File: src/inc/bcrs_pkg.sv
/*
  Constants and register map of the burst count readout sequencer.
  Assumes a single 250 MHz system clock and an AXI4-Lite register bus.
*/
`default_nettype none
// What this block does
// - A select-and-read pulse sets the request latch, starting a read cycle.
// - Request set: next phase-three pulse sets run; phase-one pulses then step.
// - Counter steps once per 10 us, giving a new 3-bit code.
// - Disconnect or equals-seven clears request; next phase-three clears run.
// - With run clear, each phase-one pulse clears the counter instead.
// - Selecting counter is 3-bit modulo eight, starts at zero, counts up.
// - Code all-ones raises equals-seven, which clears counter and ends cycle.
// - Early disconnect clears the counter at once, ending the cycle.
// - Every step pulse goes to the computer as a break-request pulse.
// - Strobe coincident with each step gates selected count to the computer.
// - Code 001 selects ground, 010 slow text, 100 air; 000 selects none.
// - Code 011 gives a decoded output that selects nothing.
// - Each class count bit is ANDed with that class's select line.
// - After five codes all three class counts have been transferred.
// - A strobe with no class selected transfers an all-zero word.
// - Selector outputs merge bit by bit through OR gates.
package bcrs_pkg;
  // Code assignments
  localparam logic [2:0] BCRS_CODE_IDLE = 3'h0;
  localparam logic [2:0] BCRS_CODE_GROUND = 3'h1;
  localparam logic [2:0] BCRS_CODE_TEXT = 3'h2;
  localparam logic [2:0] BCRS_CODE_SPARE = 3'h3;
  localparam logic [2:0] BCRS_CODE_AIR = 3'h4;
  localparam logic [2:0] BCRS_CODE_SEVEN = 3'h7;
  // Timing
  localparam int BCRS_CLK_MHZ = 250;
  localparam int BCRS_STEP_US = 10;
  localparam int BCRS_STEP_CYCLES = BCRS_STEP_US * BCRS_CLK_MHZ;
  localparam int BCRS_PHASE_OFFSET = BCRS_STEP_CYCLES / 2;
  // Register byte offsets
  localparam logic [7:0] BCRS_OFF_CTRL = 8'h00;
  localparam logic [7:0] BCRS_OFF_STATUS = 8'h04;
  localparam logic [7:0] BCRS_OFF_DATA = 8'h08;
  localparam logic [7:0] BCRS_OFF_COUNT = 8'h0c;
  // Control bit positions (write-one pulses)
  localparam int BCRS_CTRL_START_BIT = 0;
  localparam int BCRS_CTRL_DISC_BIT = 1;
  // Reset values and response codes
  localparam logic [31:0] BCRS_RST_WORD = 32'h0;
  localparam logic [1:0] BCRS_RESP_OKAY = 2'h0;
  localparam logic [1:0] BCRS_RESP_DECERR = 2'h3;
endpackage
`default_nettype wire

File: src/rtl/bcrs_top.sv
/*
  Burst count readout sequencer top: selecting counter control, selecting
  counter, count switch and AXI4-Lite register slave.
  Assumes burst counts and disconnect arrive from other clock domains or pins.
*/
// The register offsets and the AXI4-Lite slave port were left to the implementer.
`timescale 1ns/100ps
`default_nettype none
module bcrs_top
  import bcrs_pkg::*;
#(
  parameter int COUNT_W = 16,
  parameter int STEP_CYCLES = BCRS_STEP_CYCLES,
  parameter int PHASE_OFFSET = BCRS_PHASE_OFFSET
) (
  input wire logic CLK_SYS,
  input wire logic RST,
  // Burst counters and computer pins
  input wire logic [COUNT_W-1:0] COUNT_GROUND,
  input wire logic [COUNT_W-1:0] COUNT_TEXT,
  input wire logic [COUNT_W-1:0] COUNT_AIR,
  input wire logic SELECT_READ,
  input wire logic DISCONNECT,
  output logic BREAK_REQUEST,
  output logic XFER_STROBE,
  output logic [COUNT_W-1:0] XFER_DATA,
  output logic [2:0] SEL_CODE,
  output logic SEL_SPARE,
  // AXI4-Lite
  input wire logic [7:0] S_AXI_AWADDR,
  input wire logic S_AXI_AWVALID,
  output logic S_AXI_AWREADY,
  input wire logic [31:0] S_AXI_WDATA,
  input wire logic [3:0] S_AXI_WSTRB,
  input wire logic S_AXI_WVALID,
  output logic S_AXI_WREADY,
  output logic [1:0] S_AXI_BRESP,
  output logic S_AXI_BVALID,
  input wire logic S_AXI_BREADY,
  input wire logic [7:0] S_AXI_ARADDR,
  input wire logic S_AXI_ARVALID,
  output logic S_AXI_ARREADY,
  output logic [31:0] S_AXI_RDATA,
  output logic [1:0] S_AXI_RRESP,
  output logic S_AXI_RVALID,
  input wire logic S_AXI_RREADY
);
  // ----------------------------------------------------------------
  // Pin synchronisers
  // ----------------------------------------------------------------
  logic [1:0] sr_sync_reg;
  logic [1:0] dc_sync_reg;
  logic sr_prev_reg;
  logic dc_prev_reg;
  logic [COUNT_W-1:0] cg_s1_reg, cg_s2_reg, cg_s3_reg;
  logic [COUNT_W-1:0] ct_s1_reg, ct_s2_reg, ct_s3_reg;
  logic [COUNT_W-1:0] ca_s1_reg, ca_s2_reg, ca_s3_reg;

  always_ff @(posedge CLK_SYS) begin
    if (RST) begin
      sr_sync_reg <= 2'h0;
      dc_sync_reg <= 2'h0;
      sr_prev_reg <= 1'b0;
      dc_prev_reg <= 1'b0;
      cg_s1_reg <= '0;
      cg_s2_reg <= '0;
      ct_s1_reg <= '0;
      ct_s2_reg <= '0;
      ca_s1_reg <= '0;
      ca_s2_reg <= '0;
      cg_s3_reg <= '0;
      ct_s3_reg <= '0;
      ca_s3_reg <= '0;
    end else begin
      sr_sync_reg <= {sr_sync_reg[0], SELECT_READ};
      dc_sync_reg <= {dc_sync_reg[0], DISCONNECT};
      sr_prev_reg <= sr_sync_reg[1];
      dc_prev_reg <= dc_sync_reg[1];
      cg_s1_reg <= COUNT_GROUND;
      cg_s2_reg <= cg_s1_reg;
      ct_s1_reg <= COUNT_TEXT;
      ct_s2_reg <= ct_s1_reg;
      ca_s1_reg <= COUNT_AIR;
      ca_s2_reg <= ca_s1_reg;
      cg_s3_reg <= cg_s2_reg;
      ct_s3_reg <= ct_s2_reg;
      ca_s3_reg <= ca_s2_reg;
    end
  end

  // ----------------------------------------------------------------
  // Count capture
  // ----------------------------------------------------------------
  // A synced word is taken only once two samples agree, so a torn word never reaches the switch
  logic [COUNT_W-1:0] cg_hold_reg, cg_hold_next;
  logic [COUNT_W-1:0] ct_hold_reg, ct_hold_next;
  logic [COUNT_W-1:0] ca_hold_reg, ca_hold_next;

  always_comb begin
    cg_hold_next = (cg_s2_reg == cg_s3_reg) ? cg_s2_reg : cg_hold_reg;
    ct_hold_next = (ct_s2_reg == ct_s3_reg) ? ct_s2_reg : ct_hold_reg;
    ca_hold_next = (ca_s2_reg == ca_s3_reg) ? ca_s2_reg : ca_hold_reg;
  end

  always_ff @(posedge CLK_SYS) begin
    if (RST) begin
      cg_hold_reg <= '0;
      ct_hold_reg <= '0;
      ca_hold_reg <= '0;
    end else begin
      cg_hold_reg <= cg_hold_next;
      ct_hold_reg <= ct_hold_next;
      ca_hold_reg <= ca_hold_next;
    end
  end

  // Rising edges of the synchronised pins
  logic sr_pin_pulse;
  logic dc_pin_pulse;
  assign sr_pin_pulse = sr_sync_reg[1] & ~sr_prev_reg;
  assign dc_pin_pulse = dc_sync_reg[1] & ~dc_prev_reg;

  // ----------------------------------------------------------------
  // Drum phase pulses
  // ----------------------------------------------------------------
  logic phase_one;
  logic phase_three;

  bcrs_phase_gen #(
    .PERIOD(STEP_CYCLES),
    .OFFSET(PHASE_OFFSET)
  ) u_phase (
    .clk(CLK_SYS),
    .rst(RST),
    .phase_one(phase_one),
    .phase_three(phase_three)
  );

  // ----------------------------------------------------------------
  // Register bus strobes
  // ----------------------------------------------------------------
  logic sw_start;
  logic sw_disc;

  // ----------------------------------------------------------------
  // Selecting counter control and counter
  // ----------------------------------------------------------------
  logic request_latch_reg, request_latch_next;
  logic run_latch_reg, run_latch_next;
  logic [2:0] code_reg, code_next;
  logic brk_reg, brk_next;
  logic strobe_reg, strobe_next;
  logic [COUNT_W-1:0] data_reg, data_next;
  logic [15:0] xfer_cnt_reg, xfer_cnt_next;
  logic [COUNT_W-1:0] merged;
  logic sel_ground, sel_text, sel_air, sel_spare;
  logic start_pulse, disc_pulse, eq_seven, step, clr;

  assign start_pulse = sr_pin_pulse | sw_start;
  assign disc_pulse = dc_pin_pulse | sw_disc;
  assign eq_seven = (code_reg == BCRS_CODE_SEVEN);
  assign step = phase_one & run_latch_reg;
  assign clr = phase_one & ~run_latch_reg;

  always_comb begin
    request_latch_next = request_latch_reg;
    run_latch_next = run_latch_reg;
    code_next = code_reg;
    xfer_cnt_next = xfer_cnt_reg;
    if (disc_pulse | eq_seven) begin
      request_latch_next = 1'b0;
    end
    // A start in the same cycle as a clear wins
    if (start_pulse) begin
      request_latch_next = 1'b1;
    end
    if (phase_three) begin
      run_latch_next = request_latch_reg;
    end
    if (step) begin
      code_next = code_reg + 3'h1;
      xfer_cnt_next = xfer_cnt_reg + 16'h1;
    end
    if (clr | disc_pulse | eq_seven) begin
      code_next = BCRS_CODE_IDLE;
    end
    if (start_pulse & ~request_latch_reg) begin
      xfer_cnt_next = 16'h0;
    end
    brk_next = step;
    strobe_next = step;
    // Current selection latched at the step; idle code gives zeros
    data_next = step ? merged : data_reg;
  end

  always_ff @(posedge CLK_SYS) begin
    if (RST) begin
      request_latch_reg <= 1'b0;
      run_latch_reg <= 1'b0;
      code_reg <= BCRS_CODE_IDLE;
      brk_reg <= 1'b0;
      strobe_reg <= 1'b0;
      data_reg <= '0;
      xfer_cnt_reg <= 16'h0;
    end else begin
      request_latch_reg <= request_latch_next;
      run_latch_reg <= run_latch_next;
      code_reg <= code_next;
      brk_reg <= brk_next;
      strobe_reg <= strobe_next;
      data_reg <= data_next;
      xfer_cnt_reg <= xfer_cnt_next;
    end
  end

  bcrs_count_switch #(
    .W(COUNT_W)
  ) u_switch (
    .code(code_reg),
    .count_ground(cg_hold_reg),
    .count_text(ct_hold_reg),
    .count_air(ca_hold_reg),
    .sel_ground(sel_ground),
    .sel_text(sel_text),
    .sel_air(sel_air),
    .sel_spare(sel_spare),
    .merged(merged)
  );

  assign BREAK_REQUEST = brk_reg;
  assign XFER_STROBE = strobe_reg;
  assign XFER_DATA = data_reg;
  assign SEL_CODE = code_reg;
  assign SEL_SPARE = sel_spare;

  // ----------------------------------------------------------------
  // AXI4-Lite slave
  // ----------------------------------------------------------------
  logic aw_full_reg, aw_full_next;
  logic w_full_reg, w_full_next;
  logic [7:0] awaddr_reg, awaddr_next;
  logic [31:0] wdata_reg, wdata_next;
  logic wstrb0_reg, wstrb0_next;
  logic bvalid_reg, bvalid_next;
  logic [1:0] bresp_reg, bresp_next;
  logic rvalid_reg, rvalid_next;
  logic [31:0] rdata_reg, rdata_next;
  logic [1:0] rresp_reg, rresp_next;
  logic do_write;
  logic [31:0] status_word;

  assign S_AXI_AWREADY = ~aw_full_reg & ~bvalid_reg;
  assign S_AXI_WREADY = ~w_full_reg & ~bvalid_reg;
  assign S_AXI_ARREADY = ~rvalid_reg;
  assign do_write = aw_full_reg & w_full_reg & ~bvalid_reg;
  assign sw_start = do_write & wstrb0_reg & (awaddr_reg == BCRS_OFF_CTRL)
                  & wdata_reg[BCRS_CTRL_START_BIT];
  assign sw_disc = do_write & wstrb0_reg & (awaddr_reg == BCRS_OFF_CTRL)
                 & wdata_reg[BCRS_CTRL_DISC_BIT];
  assign status_word = {22'h0, sel_air, sel_spare, sel_text, sel_ground, code_reg,
                        eq_seven, run_latch_reg, request_latch_reg};

  always_comb begin
    aw_full_next = aw_full_reg;
    w_full_next = w_full_reg;
    awaddr_next = awaddr_reg;
    wdata_next = wdata_reg;
    wstrb0_next = wstrb0_reg;
    bvalid_next = bvalid_reg;
    bresp_next = bresp_reg;
    rvalid_next = rvalid_reg;
    rdata_next = rdata_reg;
    rresp_next = rresp_reg;
    if (S_AXI_AWVALID & S_AXI_AWREADY) begin
      aw_full_next = 1'b1;
      awaddr_next = S_AXI_AWADDR;
    end
    if (S_AXI_WVALID & S_AXI_WREADY) begin
      w_full_next = 1'b1;
      wdata_next = S_AXI_WDATA;
      wstrb0_next = S_AXI_WSTRB[0];
    end
    if (do_write) begin
      aw_full_next = 1'b0;
      w_full_next = 1'b0;
      bvalid_next = 1'b1;
      bresp_next = (awaddr_reg == BCRS_OFF_CTRL) ? BCRS_RESP_OKAY : BCRS_RESP_DECERR;
    end
    if (bvalid_reg & S_AXI_BREADY) begin
      bvalid_next = 1'b0;
    end
    if (S_AXI_ARVALID & S_AXI_ARREADY) begin
      rvalid_next = 1'b1;
      rresp_next = BCRS_RESP_OKAY;
      case (S_AXI_ARADDR)
        BCRS_OFF_CTRL: begin
          rdata_next = BCRS_RST_WORD;
        end
        BCRS_OFF_STATUS: begin
          rdata_next = status_word;
        end
        BCRS_OFF_DATA: begin
          rdata_next = 32'(data_reg);
        end
        BCRS_OFF_COUNT: begin
          rdata_next = {16'h0, xfer_cnt_reg};
        end
        default: begin
          rdata_next = BCRS_RST_WORD;
          rresp_next = BCRS_RESP_DECERR;
        end
      endcase
    end else if (rvalid_reg & S_AXI_RREADY) begin
      rvalid_next = 1'b0;
    end
  end

  always_ff @(posedge CLK_SYS) begin
    if (RST) begin
      aw_full_reg <= 1'b0;
      w_full_reg <= 1'b0;
      awaddr_reg <= 8'h0;
      wdata_reg <= BCRS_RST_WORD;
      wstrb0_reg <= 1'b0;
      bvalid_reg <= 1'b0;
      bresp_reg <= BCRS_RESP_OKAY;
      rvalid_reg <= 1'b0;
      rdata_reg <= BCRS_RST_WORD;
      rresp_reg <= BCRS_RESP_OKAY;
    end else begin
      aw_full_reg <= aw_full_next;
      w_full_reg <= w_full_next;
      awaddr_reg <= awaddr_next;
      wdata_reg <= wdata_next;
      wstrb0_reg <= wstrb0_next;
      bvalid_reg <= bvalid_next;
      bresp_reg <= bresp_next;
      rvalid_reg <= rvalid_next;
      rdata_reg <= rdata_next;
      rresp_reg <= rresp_next;
    end
  end

  assign S_AXI_BVALID = bvalid_reg;
  assign S_AXI_BRESP = bresp_reg;
  assign S_AXI_RVALID = rvalid_reg;
  assign S_AXI_RDATA = rdata_reg;
  assign S_AXI_RRESP = rresp_reg;
endmodule // bcrs_top
`default_nettype wire

File: src/rtl/bcrs_phase_gen.sv
/*
  Drum phase pulse generator: phase-one and phase-three pulses, one each per
  step period, half a period apart. Assumes the system clock only.
*/
`timescale 1ns/100ps
`default_nettype none
module bcrs_phase_gen
  import bcrs_pkg::*;
#(
  parameter int PERIOD = BCRS_STEP_CYCLES,
  parameter int OFFSET = BCRS_PHASE_OFFSET
) (
  input wire logic clk,
  input wire logic rst,
  output logic phase_one,
  output logic phase_three
);
  logic [15:0] cnt_reg;
  logic [15:0] cnt_next;
  logic one_reg;
  logic one_next;
  logic three_reg;
  logic three_next;

  always_comb begin
    cnt_next = (cnt_reg == 16'(PERIOD - 1)) ? 16'h0 : cnt_reg + 16'h1;
    one_next = (cnt_reg == 16'(PERIOD - 1));
    three_next = (cnt_reg == 16'(OFFSET - 1));
  end

  always_ff @(posedge clk) begin
    if (rst) begin
      cnt_reg <= 16'h0;
      one_reg <= 1'b0;
      three_reg <= 1'b0;
    end else begin
      cnt_reg <= cnt_next;
      one_reg <= one_next;
      three_reg <= three_next;
    end
  end

  assign phase_one = one_reg;
  assign phase_three = three_reg;
endmodule // bcrs_phase_gen
`default_nettype wire

File: src/rtl/bcrs_count_switch.sv
/*
  Burst count switch: class decoder, per-class AND selectors and OR merge.
  Purely combinational; code comes from the selecting counter.
*/
`timescale 1ns/100ps
`default_nettype none
module bcrs_count_switch
  import bcrs_pkg::*;
#(
  parameter int W = 16
) (
  input wire logic [2:0] code,
  input wire logic [W-1:0] count_ground,
  input wire logic [W-1:0] count_text,
  input wire logic [W-1:0] count_air,
  output logic sel_ground,
  output logic sel_text,
  output logic sel_air,
  output logic sel_spare,
  output logic [W-1:0] merged
);
  assign sel_ground = (code == BCRS_CODE_GROUND);
  assign sel_text = (code == BCRS_CODE_TEXT);
  assign sel_air = (code == BCRS_CODE_AIR);
  assign sel_spare = (code == BCRS_CODE_SPARE);

  genvar i;
  generate
    for (i = 0; i < W; i++) begin : g_bit
      // AND per class, OR across classes
      assign merged[i] = (count_ground[i] & sel_ground) | (count_text[i] & sel_text)
                       | (count_air[i] & sel_air);
    end
  endgenerate
endmodule // bcrs_count_switch
`default_nettype wire

File: config.mk
export PLATFORM = sky130hd
export DESIGN_NAME = bcrs_top
export DESIGN_NICKNAME = d
export VERILOG_FILES = /design/src/inc/bcrs_pkg.sv /design/src/rtl/bcrs_top.sv /design/src/rtl/bcrs_phase_gen.sv /design/src/rtl/bcrs_count_switch.sv
export SDC_FILE = /design/constraint.sdc
export NUM_CORES = 1
export LEC_CHECK = 0
export BUFFER_PORTS_ARGS = -buffer_cell sky130_fd_sc_hd__buf_2
export CORE_MARGIN = 1.5
export CORE_UTILIZATION = 30
export CTS_CLUSTER_DIAMETER = 50
export DETAILED_ROUTE_END_ITERATION = 8
export RECOVER_POWER = 25
export SLEW_MARGIN = 30
export SYNTH_ARGS = -nofsm -noshare
export SYNTH_HDL_FRONTEND = slang
export SYNTH_SLANG_ARGS = --single-unit
File: constraint.sdc
create_clock -name CLK_SYS -period 2.67 [get_ports CLK_SYS]
set_input_delay 0 -clock CLK_SYS [delete_from_list [all_inputs] [get_ports CLK_SYS]]
set_output_delay 0 -clock CLK_SYS [all_outputs]
set_load 0.1 [all_outputs]
* Yosys cells after proc, flatten, opt, wreduce, memory -nomap -nowiden
Index checks and enable logic that the tools add are counted.
** Word-level totals
- Output and inout port bits :: 63
- Register bits :: 305
- Logic and storage cells :: 179
- Input bits :: 109
** Cells by class
- Muxes and demuxes :: 7
- Bitwise logic cells :: 111
- Eq/ne operators :: 13
- Reduce and logical (&&, ||, !) cells :: 10
- $add $sub $neg :: 3
** Operators with widths (count)
- 1-bit bitwise AND :: 66
- 16-bit == test :: 3
- 16-bit one-hot mux with 3 select lines :: 1
- 1-bit OR :: 37
- 16-bit by 1-bit adder with 16-bit output, second input constant :: 2
- 16-bit by 11-bit == test with 1-bit output, second input constant :: 1
- 16-bit by 12-bit == test with 1-bit output, second input constant :: 1
- 8-bit by 4-bit == test with 1-bit output, second input constant :: 2
- 8-bit zero test :: 2
- 2-bit OR reduction :: 5
- 8-bit by 3-bit == test with 1-bit output, second input constant :: 1
- 1-bit NOT :: 8
- 3-bit by 2-bit == test with 1-bit output, second input constant :: 2
- 3-bit == test, second input constant :: 2
- 1-bit two-way mux :: 4
- 2-bit two-way mux :: 2
- 2-bit nonzero test :: 2
- 4-bit OR reduction :: 1
- 3-bit by 1-bit adder with 3-bit output, second input constant :: 1
- 3-bit by 1-bit == test with 1-bit output, second input constant :: 1

* Logic depth before layout (Yosys ltp)
- Depth in word-level cells :: 9
- Mapped depth :: 8

* Cells and area by module
From an unflattened synthesis, not the netlist that was laid out.
** Unflattened totals
- Cells, all modules :: 1058
- Area total of the unflattened synthesis :: 10961.8 um^2
** By module, submodules not included
- bcrs_top :: times used 1, cells an instance 905, area an instance 9549.2 um^2, sequential area each 5385.2 um^2
- bcrs_phase_gen :: times used 1, cells an instance 90, area an instance 843.3 um^2, sequential area each 360.3 um^2
- bcrs_count_switch :: times used 1, cells an instance 63, area an instance 569.3 um^2, sequential area each 0.0 um^2

* Worst setup path before layout
OpenSTA, ideal clock, no wires.
- Path kind :: reg-to-reg
- Start :: register bvalid_reg (netlist: S_AXI_BVALID)
- End :: register awaddr_reg[0]
- Data required time :: 2600 ps
- Setup time :: 70 ps
- Buffers on the path :: 1
- Cell stages (with the launch flop) :: 6
- Arrival time :: 2826 ps
- Setup slack :: -227 ps
- Path through :: dfxtp_1 > nor2_1 > and2_1 > clkbuf_1 > nand2_1 > a21oi_1
** Between the ends
- Longest elaborated chain between the ends :: 3
** RTL lines
- start, declared :: line bcrs_top.sv:244 : logic bvalid_reg, bvalid_next;
- start signal, assigned :: line bcrs_top.sv:336 : bvalid_reg <= bvalid_next;
- 1-bit NOT :: line bcrs_top.sv:252 : assign S_AXI_AWREADY = ~aw_full_reg & ~bvalid_reg;
- 1-bit bitwise AND :: line bcrs_top.sv:252
- net S_AXI_AWREADY :: line bcrs_top.sv:32 : output logic S_AXI_AWREADY,
- 1-bit bitwise AND :: line bcrs_top.sv:274 : if (S_AXI_AWVALID & S_AXI_AWREADY) begin
- end signal, assigned :: line bcrs_top.sv:333 : awaddr_reg <= awaddr_next;
- end, declared :: line bcrs_top.sv:241 : logic [7:0] awaddr_reg, awaddr_next;
The timed path passes the listed nets, and every way through them passes these cells.
A chain may end at the register's enable or synchronous reset.

* Worst setup path in the final report
- Start :: register bvalid_reg (netlist: S_AXI_BVALID)
- End :: register awaddr_reg[0]
** Between the ends
- Longest elaborated chain between the ends :: 3
** RTL lines (line)
- 1-bit NOT :: bcrs_top.sv:252
- 1-bit bitwise AND :: bcrs_top.sv:252
- 1-bit bitwise AND :: bcrs_top.sv:274
Every way passes these cells.

==> flow_summary.yaml <==
run_status:
  status: "completed"
clock_network:
  cts.repair.resized: 0
  numCtsBuffers: 31
  cts_setup_buffers: 0
  cts.clk_slew.worst_paths_ns: 0.06
  cts-root-buf: "clkbuf_16"
  ctsHoldBuffers: 97
  cts.sinks: 287
  cts_tree: "yes"
  htreeDepth: 1
  clk_latency_ns: 0.54
  clockBufferDepth: 3
worst_setup_path:
  cp_max_fo: 9
  reg2reg_depth: 6
  cp_slowest_cell: "dlygate4sd3_1"
  start_kind: "flip-flop"
  crit_buf_inv: 2
  end_kind: "flip-flop"
  path_cells: "nor2_2 -> and2_1 -> nand2_1 -> dlygate4sd3_1 -> a21oi_1 -> dlygate4sd3_1"
  path_depth: 6
  rr_startpoint: "S_AXI_BVALID"
  crit_top_cell: "dlygate4sd3_1"
  reg2reg_slack_ns: 0.34
  arrival_ns: 2.81
  cp_top_family: "buffers and inverters"
  crit_path_max_incr_delay_ns: 0.57
  r2r-end: "awaddr_reg[0]"
  crit_type: "reg -> reg"
  required_ns: 3.15
placed_design:
  dpl_worst_slack_ns: 0.5925
  place_area_sq_mm: 0.01165
  dp_hpwl_mm: 16.06
  finalWeightedCongestion: 0.8014
  portBuffers: 122
finish:
  multiInputGateArea_sq_mm: 0.004537
  register_area_sq_mm: 0.005746
  fillCellCount: 3440
  most-common-layout-cells: "dfxtp_1, nor2b_1, buf_2"
  area_growth_pct: 28.13
  drive_above_1_share_pct: 19.87
  fin_nets: 1350
  n_antenna_cell: 0
  mostFrequentLayoutCell: "dfxtp_1"
  final_area_sq_mm: 0.01364
synthesis:
  synthMuxAreaShare_pct: 7.052
  synth-adder-area-share_pct: 1.058
  synthSimpleGateAreaFrac_pct: 21.69
  synth_xor_area_share_pct: 5.924
  synthCells: 1023
  synth-edff-count: 0
  synth_area_sq_mm: 0.01065
  synth_area_leader_cell: "dfxtp_1"
  synth_top_family_by_area: "simple AND/OR/NAND/NOR gates"
  synth-compound-area-share_pct: 6.312
  synth_cell_types: 50
  ys_ff_latch: 287
  ys.warnings.count: 0
  synth_seq_area_share_pct: 53.97
  syn_area_per_cell_sq_um: 10.41
  synth_top_area_share_pct: 53.97
  synth.area.top_cells: "dfxtp_1, nor2b_1, mux2_2"
  synth_ff_type: "dfxtp_1"
  postSynth.asyncResetShare_pct: 0
sta:
  timing.final.ws_setup_ns: 0.3414
  fin_worst_skew_ns: 0.007769
  fmax_mhz: 429.4
  report.final.slew_viol_count: 0
  worst_slew_pin_slew_ns: 1.330
  grt_setup_unrepaired: "false"
  fin_tns_setup_ns: 0
  slew_headroom_pct: 11.31
  period_share_pct: 87.21
  hold_viol: 0
  hold_slack_ns: 0.01365
  min_period_ns: 2.329
  setup_viol: 0
routing:
  wl_per_cell_microns: 14.01
  route.detailed.drc: 0
  firstDrtPassIters: 6
  final_antenna_net_count: 0
  drt_iter0_drc: 346
  finalWirelength_mm: 23.93
  vias_per_cell: 4.484
  num_vias: 7659
power_and_ir_drop:
  ir_drop_mv: 0.4654
  p_leak_nw: 5.593
  power_density_mw_per_mm2: 689.6
  p_total_mw: 9.405
floorplan:
  core.rowCount: 68
  dieHeight_microns: 191.4
  io_pins: 172
  floorplan.initialDensity_pct: 30.67
  core_area_sq_mm: 0.03471
  dieArea_sq_mm: 0.03662
  die_x_microns: 191.4
flow_run:
  drv_cap: 0
worst_hold_path:
  hold_depth: 5
  worstHoldStart: "S_AXI_ARADDR[6]"
  worstHoldPathType: "in -> reg"
  min_to: "S_AXI_RDATA[12]"
grt:
  grtUsageTotal_pct: 12.62
  grt_pass1_wl_mm: 37.09
  antenna_found_initial: 0
  grt_pass1_vias: 7326
  grt_max_degree: 74
  grt_overflow: 0
-- stage by stage --
stage          utilization [%]  instances
2_1_floorplan                -       1038
6_report                 39.29       1708
5_1_grt                  39.29       1708
3_3_place_gp             33.56       1557
4_1_cts                  39.30       1708
3_5_place_dp             33.56       1557
-- layer usage --
layer  share of wire (%)  global-route usage [%]  vias up
met4                 2.4                   3.606        0
met1                  45                   16.40     3606
met2                  47                   21.52      193
met3                 4.8                   1.983       42
li1                    -                       -     3818
met5                   0                       0        -
-- worst min-delay path: stages --
cell	delay [ns]
buf_2	0.07
or2_2	0.17
nor4_4	0.07
a22oi_1	0.14
nor2_1	0.05
-- layout make-up --
type                            instances  share of cell area (%)
Sequential cell                       287                   42.12
Multi-Input combinational cell        661                   33.26
Timing Repair Buffer                  232                   12.42
Clock buffer                           42                   6.357
Tap cell                              455                   4.174
Clock inverter                         12                   1.138
Inverter                               19                  0.5229
-- how the worst max path moves through the flow --
| stage | from | to | slack [ns] |
|---|---|---|---|
| floorplan | SEL_CODE[1] | S_AXI_RDATA[8] | 0.12 |
| global placement | cg_s2_reg[1] | cg_hold_reg[4] | 0.62 |
| detailed placement | cg_s2_reg[1] | cg_hold_reg[15] | 0.59 |
| CTS | S_AXI_BVALID | awaddr_reg[7] | 0.47 |
| global route | S_AXI_BVALID | awaddr_reg[0] | 0.24 |
| finish | S_AXI_BVALID | awaddr_reg[0] | 0.34 |
-- cells in the mapped netlist (all sizes together), types with 2 or more instances --
| cell type | n |
|---|---|
| a311oi | 17 |
| a22oi | 32 |
| a21oi | 21 |
| clkbuf | 40 |
| nor3 | 9 |
| o2bb2ai | 9 |
| or3 | 6 |
| ha | 9 |
| and4 | 2 |
| mux2 | 56 |
| inv | 18 |
| or4 | 2 |
| buf | 31 |
| dfxtp | 287 |
| o31ai | 2 |
| xnor2 | 17 |
| nand3 | 26 |
| mux2i | 12 |
| xor2 | 55 |
| o211ai | 2 |
| and2 | 3 |
| nand2b | 3 |
| nor2b | 203 |
| o21ai | 6 |
| nor4 | 26 |
| nand4 | 12 |
| nor2 | 74 |
| nand2 | 30 |
-- power by group --
part / leakage (nW) / switching, mW / internal (mW)
Combinational: 2.75 / 0.425 / 0.290
Sequential: 2.34 / 0.0590 / 4.41
Clock: 0.499 / 1.67 / 2.55
-- kinds of logic (layout without fill, tap and decap cells) --
logic type	count (synthesis)	in the layout
simple gates	403	403
flops	287	287
compound gates	93	93
buf+inv	90	305
xor+xnor	72	72
mux	68	68
fa+ha+maj	9	9
other cells	1	16
Note: power is estimated with default switching activity, not from simulation.
